$ cat src/hw/cpwm_params.svh
// Register offsets, field positions, reset values and the prescaler width of the complementary PWM block.
`ifndef CPWM_PARAMS_SVH
`define CPWM_PARAMS_SVH

`define CPWM_OFF_CONTROL        8'h00
`define CPWM_OFF_OUT_ENABLE     8'h04
`define CPWM_OFF_BUS_CONTROL    8'h08
`define CPWM_OFF_MAIN_COUNT     8'h0C
`define CPWM_OFF_OFFSET_COUNT   8'h10
`define CPWM_OFF_UPPER_LIMIT    8'h14
`define CPWM_OFF_UPPER_BUFFER   8'h18
`define CPWM_OFF_DUTY_CMP1      8'h1C
`define CPWM_OFF_DUTY_CMP2      8'h20
`define CPWM_OFF_DUTY_CMP3      8'h24
`define CPWM_OFF_DUTY_BUF1      8'h28
`define CPWM_OFF_DUTY_BUF2      8'h2C
`define CPWM_OFF_DUTY_BUF3      8'h30
`define CPWM_OFF_DEADTIME       8'h34
`define CPWM_OFF_HALF_CYCLE     8'h38
`define CPWM_OFF_HALF_BUFFER    8'h3C
`define CPWM_OFF_SUBCOUNT       8'h40

`define CPWM_BIT_CH3_RUN        0
`define CPWM_BIT_CH4_RUN        1
`define CPWM_BIT_MODE_SEL       2
`define CPWM_BIT_TOGGLE_EN      3
`define CPWM_BIT_POS_LEVEL      4
`define CPWM_BIT_NEG_LEVEL      5
`define CPWM_BIT_UPD_CREST      6
`define CPWM_BIT_UPD_TROUGH     7
`define CPWM_LSB_PRESCALER      8
`define CPWM_MSB_PRESCALER      10
`define CPWM_BIT_ACCESS_EN      13

`define CPWM_RST_CONTROL        16'h0000
`define CPWM_RST_BUS_CONTROL    16'h2000
`define CPWM_RST_OUT_ENABLE     6'h00
`define CPWM_RST_COUNT          16'h0000
`define CPWM_RST_LIMIT          16'hFFFF

`define CPWM_PRESCALE_BITS      8

`endif

$ cat src/hw/cpwm_pkg.sv
// Types shared by the complementary PWM block.
package cpwm_pkg;

	typedef struct packed {
		logic [2:0] prescaler_select;
		logic       upd_trough;
		logic       upd_crest;
		logic       negative_level_select;
		logic       positive_level_select;
		logic       period_toggle_enable;
		logic       mode_sel;
		logic       ch4_run_bit;
		logic       ch3_run_bit;
	} ctrl_t;

	typedef struct packed {
		logic [7:0] addr;
		logic       write;
		logic       valid;
	} bus_req_t;

	typedef enum logic [1:0] {
		SUB_IDLE,
		SUB_CREST,
		SUB_TROUGH
	} sub_phase_t;

endpackage : cpwm_pkg

$ cat src/hw/complementary_three_phase_pwm.sv
// Three-phase complementary PWM generator with dead time, behind an AHB-Lite register slave.
//
// The implementer's own choices: the placing of the registers and the AHB-Lite register port.
`include "cpwm_params.svh"

module complementary_three_phase_pwm (
	input  wire logic        hclk,
	input  wire logic        hresetn,
	input  wire logic        hsel,
	input  wire logic [31:0] haddr,
	input  wire logic [1:0]  htrans,
	input  wire logic        hwrite,
	input  wire logic [2:0]  hsize,
	input  wire logic [31:0] hwdata,
	input  wire logic        hready,
	output logic             hreadyout,
	output logic             hresp,
	output logic [31:0]      hrdata,
	output logic             period_toggle_pin,
	output logic             phase1_positive_out,
	output logic             phase1_negative_out,
	output logic             phase2_positive_out,
	output logic             phase2_negative_out,
	output logic             phase3_positive_out,
	output logic             phase3_negative_out
);

	cpwm_pkg::ctrl_t      ctrl_r;
	cpwm_pkg::bus_req_t   req_r;
	cpwm_pkg::sub_phase_t sub_phase_r;
	logic [15:0] bus_control_register_one_r;
	logic [5:0]  output_master_enable_r;
	logic [15:0] main_updown_counter_r;
	logic [15:0] offset_updown_counter_r;
	logic [15:0] deadtime_subcounter_r;
	logic        main_up_r;
	logic        offset_up_r;
	logic        sub_up_r;
	logic [15:0] upper_limit_register_r;
	logic [15:0] upper_limit_buffer_r;
	logic [15:0] upper_limit_stage_r;
	logic [15:0] deadtime_value_register_r;
	logic [15:0] half_cycle_register_r;
	logic [15:0] half_cycle_buffer_r;
	logic [15:0] half_cycle_stage_r;
	logic [15:0] duty_cmp_r [3];
	logic [15:0] duty_buf_r [3];
	logic [15:0] duty_stage_r [3];
	logic        xfer_pend_r;
	logic        mode_d_r;
	logic        init_hold_r;
	logic [`CPWM_PRESCALE_BITS-1:0] presc_r;
	logic [31:0] hrdata_r;
	logic [5:0]  pins_r;
	logic        toggle_r;

	logic        access_en;
	logic        wr_en;
	logic        running;
	logic        tick;
	logic        mode_rise;
	logic        sub_active;
	logic        crest_start;
	logic        trough_start;
	logic        crest_end;
	logic        trough_end;
	logic        load_cmp;
	logic        do_xfer;
	logic [7:0]  presc_mask;
	logic [15:0] wdata;

	// Registers behind the access-enable bit; buffers and control stay reachable.
	function automatic logic is_guarded(input logic [7:0] a);
		case (a)
			`CPWM_OFF_MAIN_COUNT, `CPWM_OFF_OFFSET_COUNT, `CPWM_OFF_UPPER_LIMIT,
			`CPWM_OFF_DUTY_CMP1, `CPWM_OFF_DUTY_CMP2, `CPWM_OFF_DUTY_CMP3,
			`CPWM_OFF_DEADTIME, `CPWM_OFF_HALF_CYCLE: is_guarded = 1'b1;
			default: is_guarded = 1'b0;
		endcase
	endfunction : is_guarded

	function automatic logic wr_hit(input cpwm_pkg::bus_req_t r, input logic [7:0] a, input logic en);
		wr_hit = r.valid && r.write && (r.addr == a) && (en || !is_guarded(a));
	endfunction : wr_hit

	assign hreadyout = 1'b1;
	assign hresp     = 1'b0;
	assign hrdata    = hrdata_r;
	assign wdata     = hwdata[15:0];
	assign access_en = bus_control_register_one_r[`CPWM_BIT_ACCESS_EN];
	assign wr_en     = req_r.valid && req_r.write;

	// The address phase is registered; write data is committed in the following data phase.
	always_ff @(posedge hclk or negedge hresetn) begin
		if (!hresetn) begin
			req_r <= '0;
		end else if (hready) begin
			req_r.valid <= hsel && htrans[1];
			req_r.write <= hwrite;
			req_r.addr  <= haddr[7:0];
		end
	end

	// Read data is captured at the address phase so it stands from a flip-flop in the data phase.
	always_ff @(posedge hclk or negedge hresetn) begin
		if (!hresetn) begin
			hrdata_r <= 32'h00000000;
		end else if (hready && hsel && htrans[1] && !hwrite) begin
			hrdata_r <= 32'h00000000;
			if (access_en || !is_guarded(haddr[7:0])) begin
				case (haddr[7:0])
					`CPWM_OFF_CONTROL:      hrdata_r[10:0] <= ctrl_r;
					`CPWM_OFF_OUT_ENABLE:   hrdata_r[5:0]  <= output_master_enable_r;
					`CPWM_OFF_BUS_CONTROL:  hrdata_r[15:0] <= bus_control_register_one_r;
					`CPWM_OFF_MAIN_COUNT:   hrdata_r[15:0] <= main_updown_counter_r;
					`CPWM_OFF_OFFSET_COUNT: hrdata_r[15:0] <= offset_updown_counter_r;
					`CPWM_OFF_UPPER_LIMIT:  hrdata_r[15:0] <= upper_limit_register_r;
					`CPWM_OFF_UPPER_BUFFER: hrdata_r[15:0] <= upper_limit_buffer_r;
					`CPWM_OFF_DUTY_CMP1:    hrdata_r[15:0] <= duty_cmp_r[0];
					`CPWM_OFF_DUTY_CMP2:    hrdata_r[15:0] <= duty_cmp_r[1];
					`CPWM_OFF_DUTY_CMP3:    hrdata_r[15:0] <= duty_cmp_r[2];
					`CPWM_OFF_DUTY_BUF1:    hrdata_r[15:0] <= duty_buf_r[0];
					`CPWM_OFF_DUTY_BUF2:    hrdata_r[15:0] <= duty_buf_r[1];
					`CPWM_OFF_DUTY_BUF3:    hrdata_r[15:0] <= duty_buf_r[2];
					`CPWM_OFF_DEADTIME:     hrdata_r[15:0] <= deadtime_value_register_r;
					`CPWM_OFF_HALF_CYCLE:   hrdata_r[15:0] <= half_cycle_register_r;
					`CPWM_OFF_HALF_BUFFER:  hrdata_r[15:0] <= half_cycle_buffer_r;
					`CPWM_OFF_SUBCOUNT:     hrdata_r[15:0] <= deadtime_subcounter_r;
					default:                hrdata_r <= 32'h00000000;
				endcase
			end
		end
	end

	// Control, enable and bus-control registers are never guarded.
	always_ff @(posedge hclk or negedge hresetn) begin
		if (!hresetn) begin
			ctrl_r                     <= cpwm_pkg::ctrl_t'(`CPWM_RST_CONTROL);
			output_master_enable_r     <= `CPWM_RST_OUT_ENABLE;
			bus_control_register_one_r <= `CPWM_RST_BUS_CONTROL;
		end else begin
			if (wr_hit(req_r, `CPWM_OFF_CONTROL, access_en)) begin
				ctrl_r <= cpwm_pkg::ctrl_t'(wdata[10:0]);
			end
			if (wr_hit(req_r, `CPWM_OFF_OUT_ENABLE, access_en)) begin
				output_master_enable_r <= wdata[5:0];
			end
			if (wr_hit(req_r, `CPWM_OFF_BUS_CONTROL, access_en)) begin
				bus_control_register_one_r <= wdata;
			end
		end
	end

	// Both run bits must be set; a single run bit leaves the pair frozen.
	assign running    = ctrl_r.mode_sel && ctrl_r.ch3_run_bit && ctrl_r.ch4_run_bit;
	assign presc_mask = 8'((9'h001 << (2 * ctrl_r.prescaler_select)) - 9'h001);
	assign tick       = running && ((presc_r & presc_mask) == presc_mask);
	assign mode_rise  = ctrl_r.mode_sel && !mode_d_r;

	always_ff @(posedge hclk or negedge hresetn) begin
		if (!hresetn) begin
			presc_r  <= '0;
			mode_d_r <= 1'b0;
		end else begin
			presc_r  <= running ? presc_r + 8'h01 : 8'h00;
			mode_d_r <= ctrl_r.mode_sel;
		end
	end

	assign crest_start  = tick && main_up_r && (main_updown_counter_r == half_cycle_register_r);
	assign trough_start = tick && !offset_up_r && (offset_updown_counter_r == deadtime_value_register_r);
	assign sub_active   = (sub_phase_r != cpwm_pkg::SUB_IDLE);
	assign crest_end    = tick && (sub_phase_r == cpwm_pkg::SUB_CREST) && sub_up_r &&
	                      (deadtime_subcounter_r == upper_limit_register_r);
	assign trough_end   = tick && (sub_phase_r == cpwm_pkg::SUB_TROUGH) && !sub_up_r &&
	                      (deadtime_subcounter_r == 16'h0000);
	assign load_cmp     = (crest_end && ctrl_r.upd_crest) || (trough_end && ctrl_r.upd_trough);

	// Main counter: reload while ch3_run_bit is clear in the mode, else software write, then triangle between dead time and limit.
	always_ff @(posedge hclk or negedge hresetn) begin
		if (!hresetn) begin
			main_updown_counter_r <= `CPWM_RST_COUNT;
			main_up_r             <= 1'b1;
		end else if (ctrl_r.mode_sel && !ctrl_r.ch3_run_bit) begin
			main_updown_counter_r <= deadtime_value_register_r;
			main_up_r             <= 1'b1;
		end else if (wr_hit(req_r, `CPWM_OFF_MAIN_COUNT, access_en)) begin
			main_updown_counter_r <= wdata;
		end else if (tick) begin
			if (main_up_r && main_updown_counter_r == upper_limit_register_r) begin
				main_up_r             <= 1'b0;
				main_updown_counter_r <= main_updown_counter_r - 16'h0001;
			end else if (!main_up_r && main_updown_counter_r == deadtime_value_register_r) begin
				main_up_r             <= 1'b1;
				main_updown_counter_r <= main_updown_counter_r + 16'h0001;
			end else begin
				main_updown_counter_r <= main_up_r ? main_updown_counter_r + 16'h0001
				                                   : main_updown_counter_r - 16'h0001;
			end
		end
	end

	// Offset counter runs on the same tick, one dead time behind the main counter.
	always_ff @(posedge hclk or negedge hresetn) begin
		if (!hresetn) begin
			offset_updown_counter_r <= `CPWM_RST_COUNT;
			offset_up_r             <= 1'b1;
		end else if (wr_hit(req_r, `CPWM_OFF_OFFSET_COUNT, access_en)) begin
			offset_updown_counter_r <= wdata;
			offset_up_r             <= 1'b1;
		end else if (tick) begin
			if (offset_up_r && offset_updown_counter_r == half_cycle_register_r) begin
				offset_up_r             <= 1'b0;
				offset_updown_counter_r <= offset_updown_counter_r - 16'h0001;
			end else if (!offset_up_r && offset_updown_counter_r == 16'h0000) begin
				offset_up_r             <= 1'b1;
				offset_updown_counter_r <= offset_updown_counter_r + 16'h0001;
			end else begin
				offset_updown_counter_r <= offset_up_r ? offset_updown_counter_r + 16'h0001
				                                       : offset_updown_counter_r - 16'h0001;
			end
		end
	end

	// Subcounter has no write path; it is parked at the limit while the pair is stopped.
	always_ff @(posedge hclk or negedge hresetn) begin
		if (!hresetn) begin
			deadtime_subcounter_r <= `CPWM_RST_COUNT;
			sub_up_r              <= 1'b0;
			sub_phase_r           <= cpwm_pkg::SUB_IDLE;
		end else if (!running) begin
			deadtime_subcounter_r <= upper_limit_register_r;
			sub_phase_r           <= cpwm_pkg::SUB_IDLE;
		end else if (tick) begin
			case (sub_phase_r)
				cpwm_pkg::SUB_IDLE: begin
					if (crest_start) begin
						sub_phase_r           <= cpwm_pkg::SUB_CREST;
						sub_up_r              <= 1'b0;
						deadtime_subcounter_r <= deadtime_subcounter_r - 16'h0001;
					end else if (trough_start) begin
						sub_phase_r           <= cpwm_pkg::SUB_TROUGH;
						sub_up_r              <= 1'b1;
						deadtime_subcounter_r <= deadtime_subcounter_r + 16'h0001;
					end
				end
				cpwm_pkg::SUB_CREST: begin
					if (crest_end) begin
						deadtime_subcounter_r <= 16'h0000;
						sub_phase_r           <= cpwm_pkg::SUB_IDLE;
					end else if (!sub_up_r && deadtime_subcounter_r == half_cycle_register_r) begin
						sub_up_r              <= 1'b1;
						deadtime_subcounter_r <= deadtime_subcounter_r + 16'h0001;
					end else begin
						deadtime_subcounter_r <= sub_up_r ? deadtime_subcounter_r + 16'h0001
						                                  : deadtime_subcounter_r - 16'h0001;
					end
				end
				cpwm_pkg::SUB_TROUGH: begin
					if (trough_end) begin
						deadtime_subcounter_r <= upper_limit_register_r;
						sub_phase_r           <= cpwm_pkg::SUB_IDLE;
					end else if (sub_up_r && deadtime_subcounter_r == deadtime_value_register_r) begin
						sub_up_r              <= 1'b0;
						deadtime_subcounter_r <= deadtime_subcounter_r - 16'h0001;
					end else begin
						deadtime_subcounter_r <= sub_up_r ? deadtime_subcounter_r + 16'h0001
						                                  : deadtime_subcounter_r - 16'h0001;
					end
				end
				default: sub_phase_r <= cpwm_pkg::SUB_IDLE;
			endcase
		end
	end

	// A phase-three buffer write arms the transfer; it fires only outside the dead-time interval.
	assign do_xfer = xfer_pend_r && !sub_active;

	always_ff @(posedge hclk or negedge hresetn) begin
		if (!hresetn) begin
			xfer_pend_r <= 1'b0;
		end else if (wr_hit(req_r, `CPWM_OFF_DUTY_BUF3, access_en)) begin
			xfer_pend_r <= 1'b1;
		end else if (do_xfer) begin
			xfer_pend_r <= 1'b0;
		end
	end

	// Limit and half-cycle registers with their buffers and hidden stages, and the dead-time register.
	always_ff @(posedge hclk or negedge hresetn) begin
		if (!hresetn) begin
			upper_limit_register_r    <= `CPWM_RST_LIMIT;
			upper_limit_buffer_r      <= `CPWM_RST_LIMIT;
			upper_limit_stage_r       <= `CPWM_RST_LIMIT;
			deadtime_value_register_r <= `CPWM_RST_COUNT;
			half_cycle_register_r     <= `CPWM_RST_LIMIT;
			half_cycle_buffer_r       <= `CPWM_RST_LIMIT;
			half_cycle_stage_r        <= `CPWM_RST_LIMIT;
		end else begin
			if (wr_hit(req_r, `CPWM_OFF_UPPER_BUFFER, access_en)) begin
				upper_limit_buffer_r <= wdata;
			end
			if (wr_hit(req_r, `CPWM_OFF_HALF_BUFFER, access_en)) begin
				half_cycle_buffer_r <= wdata;
			end
			if (wr_hit(req_r, `CPWM_OFF_DEADTIME, access_en)) begin
				deadtime_value_register_r <= wdata;
			end
			if (do_xfer) begin
				upper_limit_stage_r <= upper_limit_buffer_r;
				half_cycle_stage_r  <= half_cycle_buffer_r;
			end
			if (mode_rise) begin
				upper_limit_register_r <= upper_limit_buffer_r;
				half_cycle_register_r  <= half_cycle_buffer_r;
				upper_limit_stage_r    <= upper_limit_buffer_r;
				half_cycle_stage_r     <= half_cycle_buffer_r;
			end else if (load_cmp) begin
				upper_limit_register_r <= upper_limit_stage_r;
				half_cycle_register_r  <= half_cycle_stage_r;
			end else begin
				if (wr_hit(req_r, `CPWM_OFF_UPPER_LIMIT, access_en)) begin
					upper_limit_register_r <= wdata;
				end
				if (wr_hit(req_r, `CPWM_OFF_HALF_CYCLE, access_en)) begin
					half_cycle_register_r <= wdata;
				end
			end
		end
	end

	// Initial inactive hold lasts until the offset counter first passes the dead time.
	always_ff @(posedge hclk or negedge hresetn) begin
		if (!hresetn) begin
			init_hold_r <= 1'b1;
		end else if (mode_rise || !ctrl_r.mode_sel) begin
			init_hold_r <= 1'b1;
		end else if (offset_updown_counter_r > deadtime_value_register_r) begin
			init_hold_r <= 1'b0;
		end
	end

	// Toggle pin flips at each crest turn of the main counter.
	always_ff @(posedge hclk or negedge hresetn) begin
		if (!hresetn) begin
			toggle_r <= 1'b0;
		end else if (!ctrl_r.mode_sel || !ctrl_r.period_toggle_enable) begin
			toggle_r <= 1'b0;
		end else if (tick && main_up_r && main_updown_counter_r == upper_limit_register_r) begin
			toggle_r <= ~toggle_r;
		end
	end

	genvar g;
	generate
		for (g = 0; g < 3; g++) begin : g_phase
			logic pos_on;
			logic neg_on;
			logic [15:0] lo_duty;

			// Duty compare, buffer and hidden stage; the stage has no bus address.
			always_ff @(posedge hclk or negedge hresetn) begin
				if (!hresetn) begin
					duty_cmp_r[g]   <= `CPWM_RST_COUNT;
					duty_buf_r[g]   <= `CPWM_RST_COUNT;
					duty_stage_r[g] <= `CPWM_RST_COUNT;
				end else begin
					if (wr_hit(req_r, 8'(`CPWM_OFF_DUTY_BUF1 + 4 * g), access_en)) begin
						duty_buf_r[g] <= wdata;
					end
					if (do_xfer) begin
						duty_stage_r[g] <= duty_buf_r[g];
					end
					if (mode_rise) begin
						duty_cmp_r[g]   <= duty_buf_r[g];
						duty_stage_r[g] <= duty_buf_r[g];
					end else if (load_cmp) begin
						duty_cmp_r[g] <= duty_stage_r[g];
					end else if (wr_hit(req_r, 8'(`CPWM_OFF_DUTY_CMP1 + 4 * g), access_en)) begin
						duty_cmp_r[g] <= wdata;
					end
				end
			end

			// During the dead-time interval both old and new duty take part; the off side wins.
			assign lo_duty = (duty_stage_r[g] < duty_cmp_r[g]) ? duty_stage_r[g] : duty_cmp_r[g];
			always_comb begin
				pos_on = offset_updown_counter_r > duty_cmp_r[g];
				neg_on = main_updown_counter_r < duty_cmp_r[g];
				if (sub_active) begin
					pos_on = pos_on && (offset_updown_counter_r > duty_stage_r[g]) &&
					         (deadtime_subcounter_r > lo_duty);
					neg_on = neg_on && (main_updown_counter_r < duty_stage_r[g]);
				end
				if (pos_on && neg_on) begin
					neg_on = 1'b0;
				end
			end

			// Levels are resolved in flip-flops; disabled pins and the initial hold show the inactive level.
			always_ff @(posedge hclk or negedge hresetn) begin
				if (!hresetn) begin
					pins_r[2*g]   <= 1'b0;
					pins_r[2*g+1] <= 1'b0;
				end else begin
					pins_r[2*g] <= (ctrl_r.mode_sel && !init_hold_r && output_master_enable_r[2*g] && pos_on)
					               == ctrl_r.positive_level_select;
					pins_r[2*g+1] <= (ctrl_r.mode_sel && !init_hold_r && output_master_enable_r[2*g+1] && neg_on)
					                 == ctrl_r.negative_level_select;
				end
			end
		end
	endgenerate

	assign phase1_positive_out = pins_r[0];
	assign phase1_negative_out = pins_r[1];
	assign phase2_positive_out = pins_r[2];
	assign phase2_negative_out = pins_r[3];
	assign phase3_positive_out = pins_r[4];
	assign phase3_negative_out = pins_r[5];
	assign period_toggle_pin   = toggle_r;

endmodule : complementary_three_phase_pwm

$ cat config.mk
export PLATFORM = sky130hd
export DESIGN_NAME = complementary_three_phase_pwm
export DESIGN_NICKNAME = d
export VERILOG_FILES = /design/src/hw/cpwm_pkg.sv /design/src/hw/complementary_three_phase_pwm.sv
export VERILOG_INCLUDE_DIRS = /design/src /design/src/hw
export SDC_FILE = /design/constraint.sdc
export NUM_CORES = 1
export LEC_CHECK = 0
export BUFFER_PORTS_ARGS = -buffer_cell sky130_fd_sc_hd__buf_2
export CORE_MARGIN = 2
export CORE_UTILIZATION = 55
export DETAILED_ROUTE_END_ITERATION = 10
export PLACE_DENSITY = 0.72
export SYNTH_ARGS = -nofsm -noshare
export SYNTH_HDL_FRONTEND = slang
export SYNTH_SLANG_ARGS = --single-unit
$ cat constraint.sdc
create_clock -name hclk -period 5.2 [get_ports hclk]
set_input_delay 0 -clock hclk [delete_from_list [all_inputs] [get_ports hclk]]
set_output_delay 0 -clock hclk [all_outputs]
set_load 0.02 [all_outputs]
Word-level counts from Yosys, hierarchy flattened

Cells that the tools add are included.

Bits in latches: 0
Memories kept: 0
Memory bits (writable): 0
Bits of input ports: 74
Output and inout port bits: 41
Bits in read-only memories: 0
Register bits: 402

Reductions and logical operators: 125
Add/subtract/negate cells: 8
Divide/modulo/power cells: 0
Shifts and indexed selects: 1
Magnitude comparators: 19
Multiply operators: 0
Eq/ne operators: 59
Mux-type cells: 97
Bitwise gates (word level): 2

Operators by type and width:

| operator                | count |
|---|---|
| $mux W16                | 49 |
| $gt A16 B16 Y1          | 10 |
| $lt A16 B16 Y1          | 9 |
| $eq A16 B16 Y1          | 8 |
| $eq A8 B6 Y1 const B    | 16 |
| $pmux W6 S17            | 1 |
| $pmux W5 S16            | 1 |
| $logic_and A1 B1 Y1     | 79 |
| $pmux W5 S15            | 1 |
| $eq A8 B5 Y1 const B    | 8 |
| $add A16 B1 Y16 const B | 3 |
| $pmux W16 S3            | 1 |
| $sub A16 B1 Y16 const B | 3 |
| $mux W1                 | 35 |
| $eq A8 B4 Y1 const B    | 4 |
| $logic_not A16 Y1       | 2 |
| $reduce_bool A3 Y1      | 9 |
| $eq A8 B3 Y1 const B    | 2 |
| $logic_not A8 Y1        | 2 |
| $reduce_bool A2 Y1      | 7 |
| $logic_not A1 Y1        | 13 |
| $mux W2                 | 6 |
| $ne A3 B3 Y1 const B    | 3 |
| $add A8 B1 Y8 const B   | 1 |
| other kinds (23)        | 38 |

Depth between registers and ports, before layout

Word-level depth: 18
Mapped depth: 21
Gate-level depth less buffers: 20

Worst setup path after synthesis

No wires, ideal clock.

Path type: register to register
From: register duty_cmp_r[33] in the netlist's numbering
To: register pins_r[1], in the netlist phase1_negative_out
Arrival time: 3.974 ns
Path buffers: 1
Clock period less this slack: 4.101 ns
Stages on the path, launching flop included: 22
Data required time: 5.073 ns
Path slack: 1.099 ns
Cells stage by stage: dfrtp_1 -> inv_1 -> ha_1 -> a21o_1 -> a21o_1 -> a21oi_1 -> nor2b_1 -> o21ai_0 -> and3_1 -> o31ai_2 -> clkbuf_1 -> mux2i_1 -> ha_1 -> a21o_1 -> a21o_1 -> a21oi_1 -> o21ai_0 -> nor3_1 -> a211oi_1 -> o221ai_1 -> nand2_1 -> xor2_1

Longest elaborated chain between the ends: 9

Ends and longest elaborated chain:

| item                            | RTL line                             | text |
|---|---|---|
| start, declared                 | complementary_three_phase_pwm.sv:46  | `logic [15:0] duty_cmp_r [3];` |
| start signal, assigned by index | complementary_three_phase_pwm.sv:364 | `` duty_cmp_r[g] <= `CPWM_RST_COUNT; `` |
| start signal, assigned by index | complementary_three_phase_pwm.sv:375 | `duty_cmp_r[g] <= duty_buf_r[g];` |
| start signal, assigned by index | complementary_three_phase_pwm.sv:378 | `duty_cmp_r[g] <= duty_stage_r[g];` |
| $lt A16 B16 Y1                  | complementary_three_phase_pwm.sv:386 | `assign lo_duty = (duty_stage_r[g] < duty_cmp_r[g]) ? duty_stage_r[g] : duty_cmp_r[g];` |
| $mux W16                        | complementary_three_phase_pwm.sv:386 |  |
| $gt A16 B16 Y1                  | complementary_three_phase_pwm.sv:392 | `(deadtime_subcounter_r > lo_duty);` |
| $logic_and A1 B1 Y1             | complementary_three_phase_pwm.sv:391 | `pos_on = pos_on && (offset_updown_counter_r > duty_stage_r[g]) &&` |
| $mux W1                         | complementary_three_phase_pwm.sv:390 | `if (sub_active) begin` |
| $logic_and A1 B1 Y1             | complementary_three_phase_pwm.sv:395 | `if (pos_on && neg_on) begin` |
| $mux W1 *                       | complementary_three_phase_pwm.sv:395 |  |
| $logic_and A1 B1 Y1 *           | complementary_three_phase_pwm.sv:408 | `pins_r[2*g+1] <= (ctrl_r.mode_sel && !init_hold_r && output_master_enable_r[2*g+1] && neg_on)` |
| $eq A1 B1 Y1 *                  | complementary_three_phase_pwm.sv:409 | `== ctrl_r.negative_level_select;` |
| end signal, assigned by index   | complementary_three_phase_pwm.sv:406 | `pins_r[2*g] <= (ctrl_r.mode_sel && !init_hold_r && output_master_enable_r[2*g] && pos_on)` |
| end signal, assigned by index   | complementary_three_phase_pwm.sv:408 |  |
| end, declared                   | complementary_three_phase_pwm.sv:54  | `logic [5:0] pins_r;` |

Every way passes the cells marked *; elsewhere a longest branch is shown, timed or not.
A chain may end at the register's enable or synchronous reset.

Worst setup path after layout

From: register duty_stage_r[17] in the netlist's numbering
To: register pins_r[3], in the netlist phase2_negative_out

Longest elaborated chain between the ends: 9

Ends and longest elaborated chain:

| item                            | RTL line                             | text |
|---|---|---|
| start, declared                 | complementary_three_phase_pwm.sv:48  | `logic [15:0] duty_stage_r [3];` |
| start signal, assigned by index | complementary_three_phase_pwm.sv:366 | `` duty_stage_r[g] <= `CPWM_RST_COUNT; `` |
| start signal, assigned by index | complementary_three_phase_pwm.sv:372 | `duty_stage_r[g] <= duty_buf_r[g];` |
| start signal, assigned by index | complementary_three_phase_pwm.sv:376 | `duty_stage_r[g] <= duty_buf_r[g];` |
| $lt A16 B16 Y1                  | complementary_three_phase_pwm.sv:386 |  |
| $mux W16                        | complementary_three_phase_pwm.sv:386 |  |
| $gt A16 B16 Y1                  | complementary_three_phase_pwm.sv:392 |  |
| $logic_and A1 B1 Y1             | complementary_three_phase_pwm.sv:391 |  |
| $mux W1                         | complementary_three_phase_pwm.sv:390 |  |
| $logic_and A1 B1 Y1             | complementary_three_phase_pwm.sv:395 |  |
| $mux W1 *                       | complementary_three_phase_pwm.sv:395 |  |
| $logic_and A1 B1 Y1 *           | complementary_three_phase_pwm.sv:408 |  |
| $eq A1 B1 Y1 *                  | complementary_three_phase_pwm.sv:409 |  |

Marks and branches as above.

==> results.md <==
- Status: completed
- WP depth: 20
- Total power: around 0.016 W
- Largest stage delay, worst path: 1.00 ns
- Pwr/cell area: 507 nW/µm²
- Commonest cells after routing, fill and taps aside: 307 x ha_1, 286 x dfrtp_1, 215 x nand2_1
- Async set-reset flop share out of synthesis: 1.00
- Yosys warns: 0
- Layout cell share with drive strength beyond 1: 0.167
- GP Congestion: around 1.0
- Predominant post-synthesis flop cell: dfrtp_1
- Slew @ Worst Pin: between 1 and 1.5 ns
- Met2 Usage GRT: 0.631
- Reg clk slew, reported paths: roughly 0.06 ns
- Slowest CP cell: o31ai_4
- Tcrit/Tclk final: 0.923
- Die X-Extent: 235 µm
- Clk_lat worst skew: 0.61 ns
- Seq pwr share: 0.335
- Most common library cell in the layout ignoring fill and taps: ha_1
- FMAX: about 0.21 GHz
- Worst vdd ir: about 0.39 mV
- R2R Setup Slk: approximately 0.4 ns
- R2R cell count: 20
- DRT Pass-1 Iters: 7
- Die area: 55,100 µm²
- Worst R2R Start: duty_stage_r[17]$_DFFE_PN0P_
- Drt wl/cell: 32.3 µm
- CTS tree: yes
- Final WL: 125,000 µm
- Port Buffers: 52
- Std-Cell Core Area: about 53,000 µm²
- Crit path buf inv count: 1
- Synth cell types: a little under 90
- Post-Syn Instances: roughly 3,100
- Number of clock sinks: 386
- Pin count of the biggest net entering global routing: 146
- Critical Path Sink Type: flop
- Final slew viol count: 0
- EDFF count, synth: 0
- Grt ovf: 0
- Area of the multi-input gates: 18,100 µm²
- Mapped Avg Cell Area: around 9.4 µm²
- H-tree levels: 2
- Relative slew slack: 0.179
- Initial antenna violation count: 7
- First-pass GRT wire length: 181,000 µm
- Crit path max fanout: 16
- WP data required: about 5.7 ns
- DRC Markers: 0
- Final Hold Fails: 0
- Num CTS Buffers: between 40 and 50
- Max Root-Sink Buffers: 3
- Mapped cell area: 29,300 µm²
- Area grow syn2layout: 10.3%
- Seq cells post-synth: 386
- CP Launch Type: flop
- Root Driver: clkbuf_16
- Worst setup path endpoint: phase2_negative_out$_DFF_PN0_
- Sw frac: 0.450
- FF+latch area: 9780 µm²
- Max_cap viols: 0
- Reg-to-Reg End: phase2_negative_out$_DFF_PN0_
- Nets: 3,536
- Largest cells by area after synthesis: dfrtp_1 24%, ha_1 13%, dfstp_2 9.0%, mux2_2 6.3%, o21ai_0 3.2%
- Psw: 0.00738 W
- Leading area contributor after synthesis: dfrtp_1
- Fillers: 4,418
- Crit-path leading delay family: compound AO/OA/AOI/OAI gates
- Clock network power share: 0.209
- Hold/Removal Path Class: primary input to async pin
- Top Ports: ~120
- Setup TNS: 0 ns
- Worst-path cell chain: ha_1 -> a21o_1 -> a21o_1 -> a21oi_1 -> nor2b_1 -> o21ai_0 -> and3_1 -> o31ai_4 -> mux2i_1 -> ha_1 -> nor2b_1 -> o21a_1 -> o21a_1 -> o21ai_0 -> buf_4 -> o211ai_1 -> o211ai_1 -> a22o_1 -> o2111ai_1 -> xor2_1
- Critical path class: flop to flop
- RSZ-0062 raised after global routing: no
- Via count: 27,539
- Vias in the first global route: 26,457
- Cell Rows: 84
- Sequential area share after synthesis: 0.334
- WHS: 0.0687 ns
- # setup viols final: 0
- Fin util: 0.614
- P_int: ~0.009 W
- Iteration-0 DRC Markers: around 3,400
- Busiest grt layer: met2
- Met3 Usage GRT: 0.135
- Total GRT Usage: 0.446
- P_leak: 14.0 nW
- Crit path DAT: 5.26 ns
- DP HPWL: roughly 90,000 µm
- Via density: 7.09
- Area share of the largest cell type after synthesis: 0.244
- Met1 Use GR: 0.595
- Combinational fraction of design power: 0.456
- Clock skew: between 0.02 and 0.025 ns
- Die height: 235 µm
- Initial core utilization: 0.557
- Tmin final: 4.80 ns
- Setup crit start: duty_stage_r[17]$_DFFE_PN0P_
- Post-DRT Antenna Nets: 0
[routing by layer]
metal	routed length, µm	vias to the layer above
met2	51000	1958
met5	224	-
met3	15800	494
li1	-	11685
met1	49300	13392
met4	9150	10
[worst register-to-register path, cell delays in order (launching register included)]
cell       delay (ns)
dfrtp_1          0.42
ha_1             0.30
a21o_1           0.11
a21o_1           0.13
a21oi_1          0.11
nor2b_1          0.13
o21ai_0          0.10
and3_1           0.21
o31ai_4          1.00
mux2i_1          0.30
ha_1             0.27
nor2b_1          0.14
o21a_1           0.16
o21a_1           0.21
o21ai_0          0.23
buf_4            0.15
o211ai_1         0.10
o211ai_1         0.11
a22o_1           0.19
o2111ai_1        0.14
xor2_1           0.17
[cell usage after synthesis (all sizes together), types with 7 or more instances]
cell type,instances
clkbuf,166
a22oi,63
o22ai,35
nor2b,41
and3,26
xor2,93
nand4b,7
inv,131
o21a,30
a31oi,13
or4,21
buf,71
mux2,164
and4,9
nor2,166
a221oi,30
xnor2,85
a222oi,10
o211ai,19
a21o,84
and2,8
or3,10
nand3,54
nor4,39
nand2b,18
o21ai,192
dfstp,100
nand4,84
a22o,44
nand2,216
a21oi,117
nor3,51
o2bb2ai,34
mux2i,74
ha,307
a21boi,8
a211oi,98
a211o,10
o31ai,41
dfrtp,286
[power by group through the flow]
stage | Sequential (W) | Clock, W | Combinational, W
after floorplan | 0.00448 | 0 | 0.00524
after global placement | 0.00541 | 0 | 0.00689
after detailed placement | 0.00543 | 0 | 0.00713
after CTS | 0.00539 | 0.00342 | 0.00722
after global routing | 0.00550 | 0.00356 | 0.00813
final | 0.00549 | 0.00342 | 0.00747
[through the flow]
step,worst slack (ns),cell area (µm²),std cells
floorplan,1.10,29400,3146
global placement,0.573,30400,3756
global route,0.0889,32300,3880
CTS,0.482,32300,3880
detailed placement,0.528,30400,3756
finish,0.402,32300,3883
[worst min path at each step]
| stage | startpoint | to | slack, ns | depth (start not counted) |
|---|---|---|---|---|
| after floorplan | hresetn | bus_control_register_one_r[0]$_DFFE_PN0P_ | -0.30 | 0 |
| after global placement | hresetn | duty_stage_r[41]$_DFFE_PN0P_ | 0.13 | 1 |
| after detailed placement | hresetn | duty_stage_r[41]$_DFFE_PN0P_ | 0.14 | 1 |
| after CTS | hsel | hrdata[0]$_DFFE_PN0P_ | 0.1 | 4 |
| after global routing | hresetn | duty_stage_r[41]$_DFFE_PN0P_ | 0.16 | 2 |
| final | hresetn | duty_stage_r[41]$_DFFE_PN0P_ | 0.07 | 2 |
[sequential cells by signal (all words and copies together), names as in the netlist, 10 cells and up]
register	count
bus_control_register_one_r	16
ctrl_r	11
duty_stage_r	48
hrdata	16
duty_cmp_r	48
half_cycle_register_r	16
upper_limit_register_r	16
deadtime_value_register_r	16
req_r	10
offset_updown_counter_r	16
half_cycle_buffer_r	16
deadtime_subcounter_r	16
upper_limit_stage_r	16
half_cycle_stage_r	16
duty_buf_r	48
upper_limit_buffer_r	16
main_updown_counter_r	16
[cell families after synthesis]
| kind of cell | count (synthesis) | synth area share |
|---|---|---|
| mux | 238 | 0.0883 |
| simple gates | 772 | 0.133 |
| flops | 386 | 0.334 |
| xor+xnor | 178 | 0.0532 |
| buf+inv | 369 | 0.0532 |
| fa+ha+maj | 307 | 0.131 |
| other cells | 2 | 0.000256 |
| compound gates | 878 | 0.207 |
[repair_timing]
item	4_1_cts	5_1_grt
setup buffers	0	0
gates resized for setup	0	0
endpoints found under the hold margin	255	0
hold buffers	38	0
[final cells by class]
class                           instances  area share
Multi-Input combinational cell       2391       0.560
Sequential cell                       386       0.303
Timing Repair Buffer                  197      0.0458
Clock buffer                           65      0.0420
Tap cell                              688      0.0266
Inverter                              132      0.0153
Clock inverter                         21     0.00697
Antenna cell                            3    0.000232
Note: power is estimated with default switching activity, not from simulation.
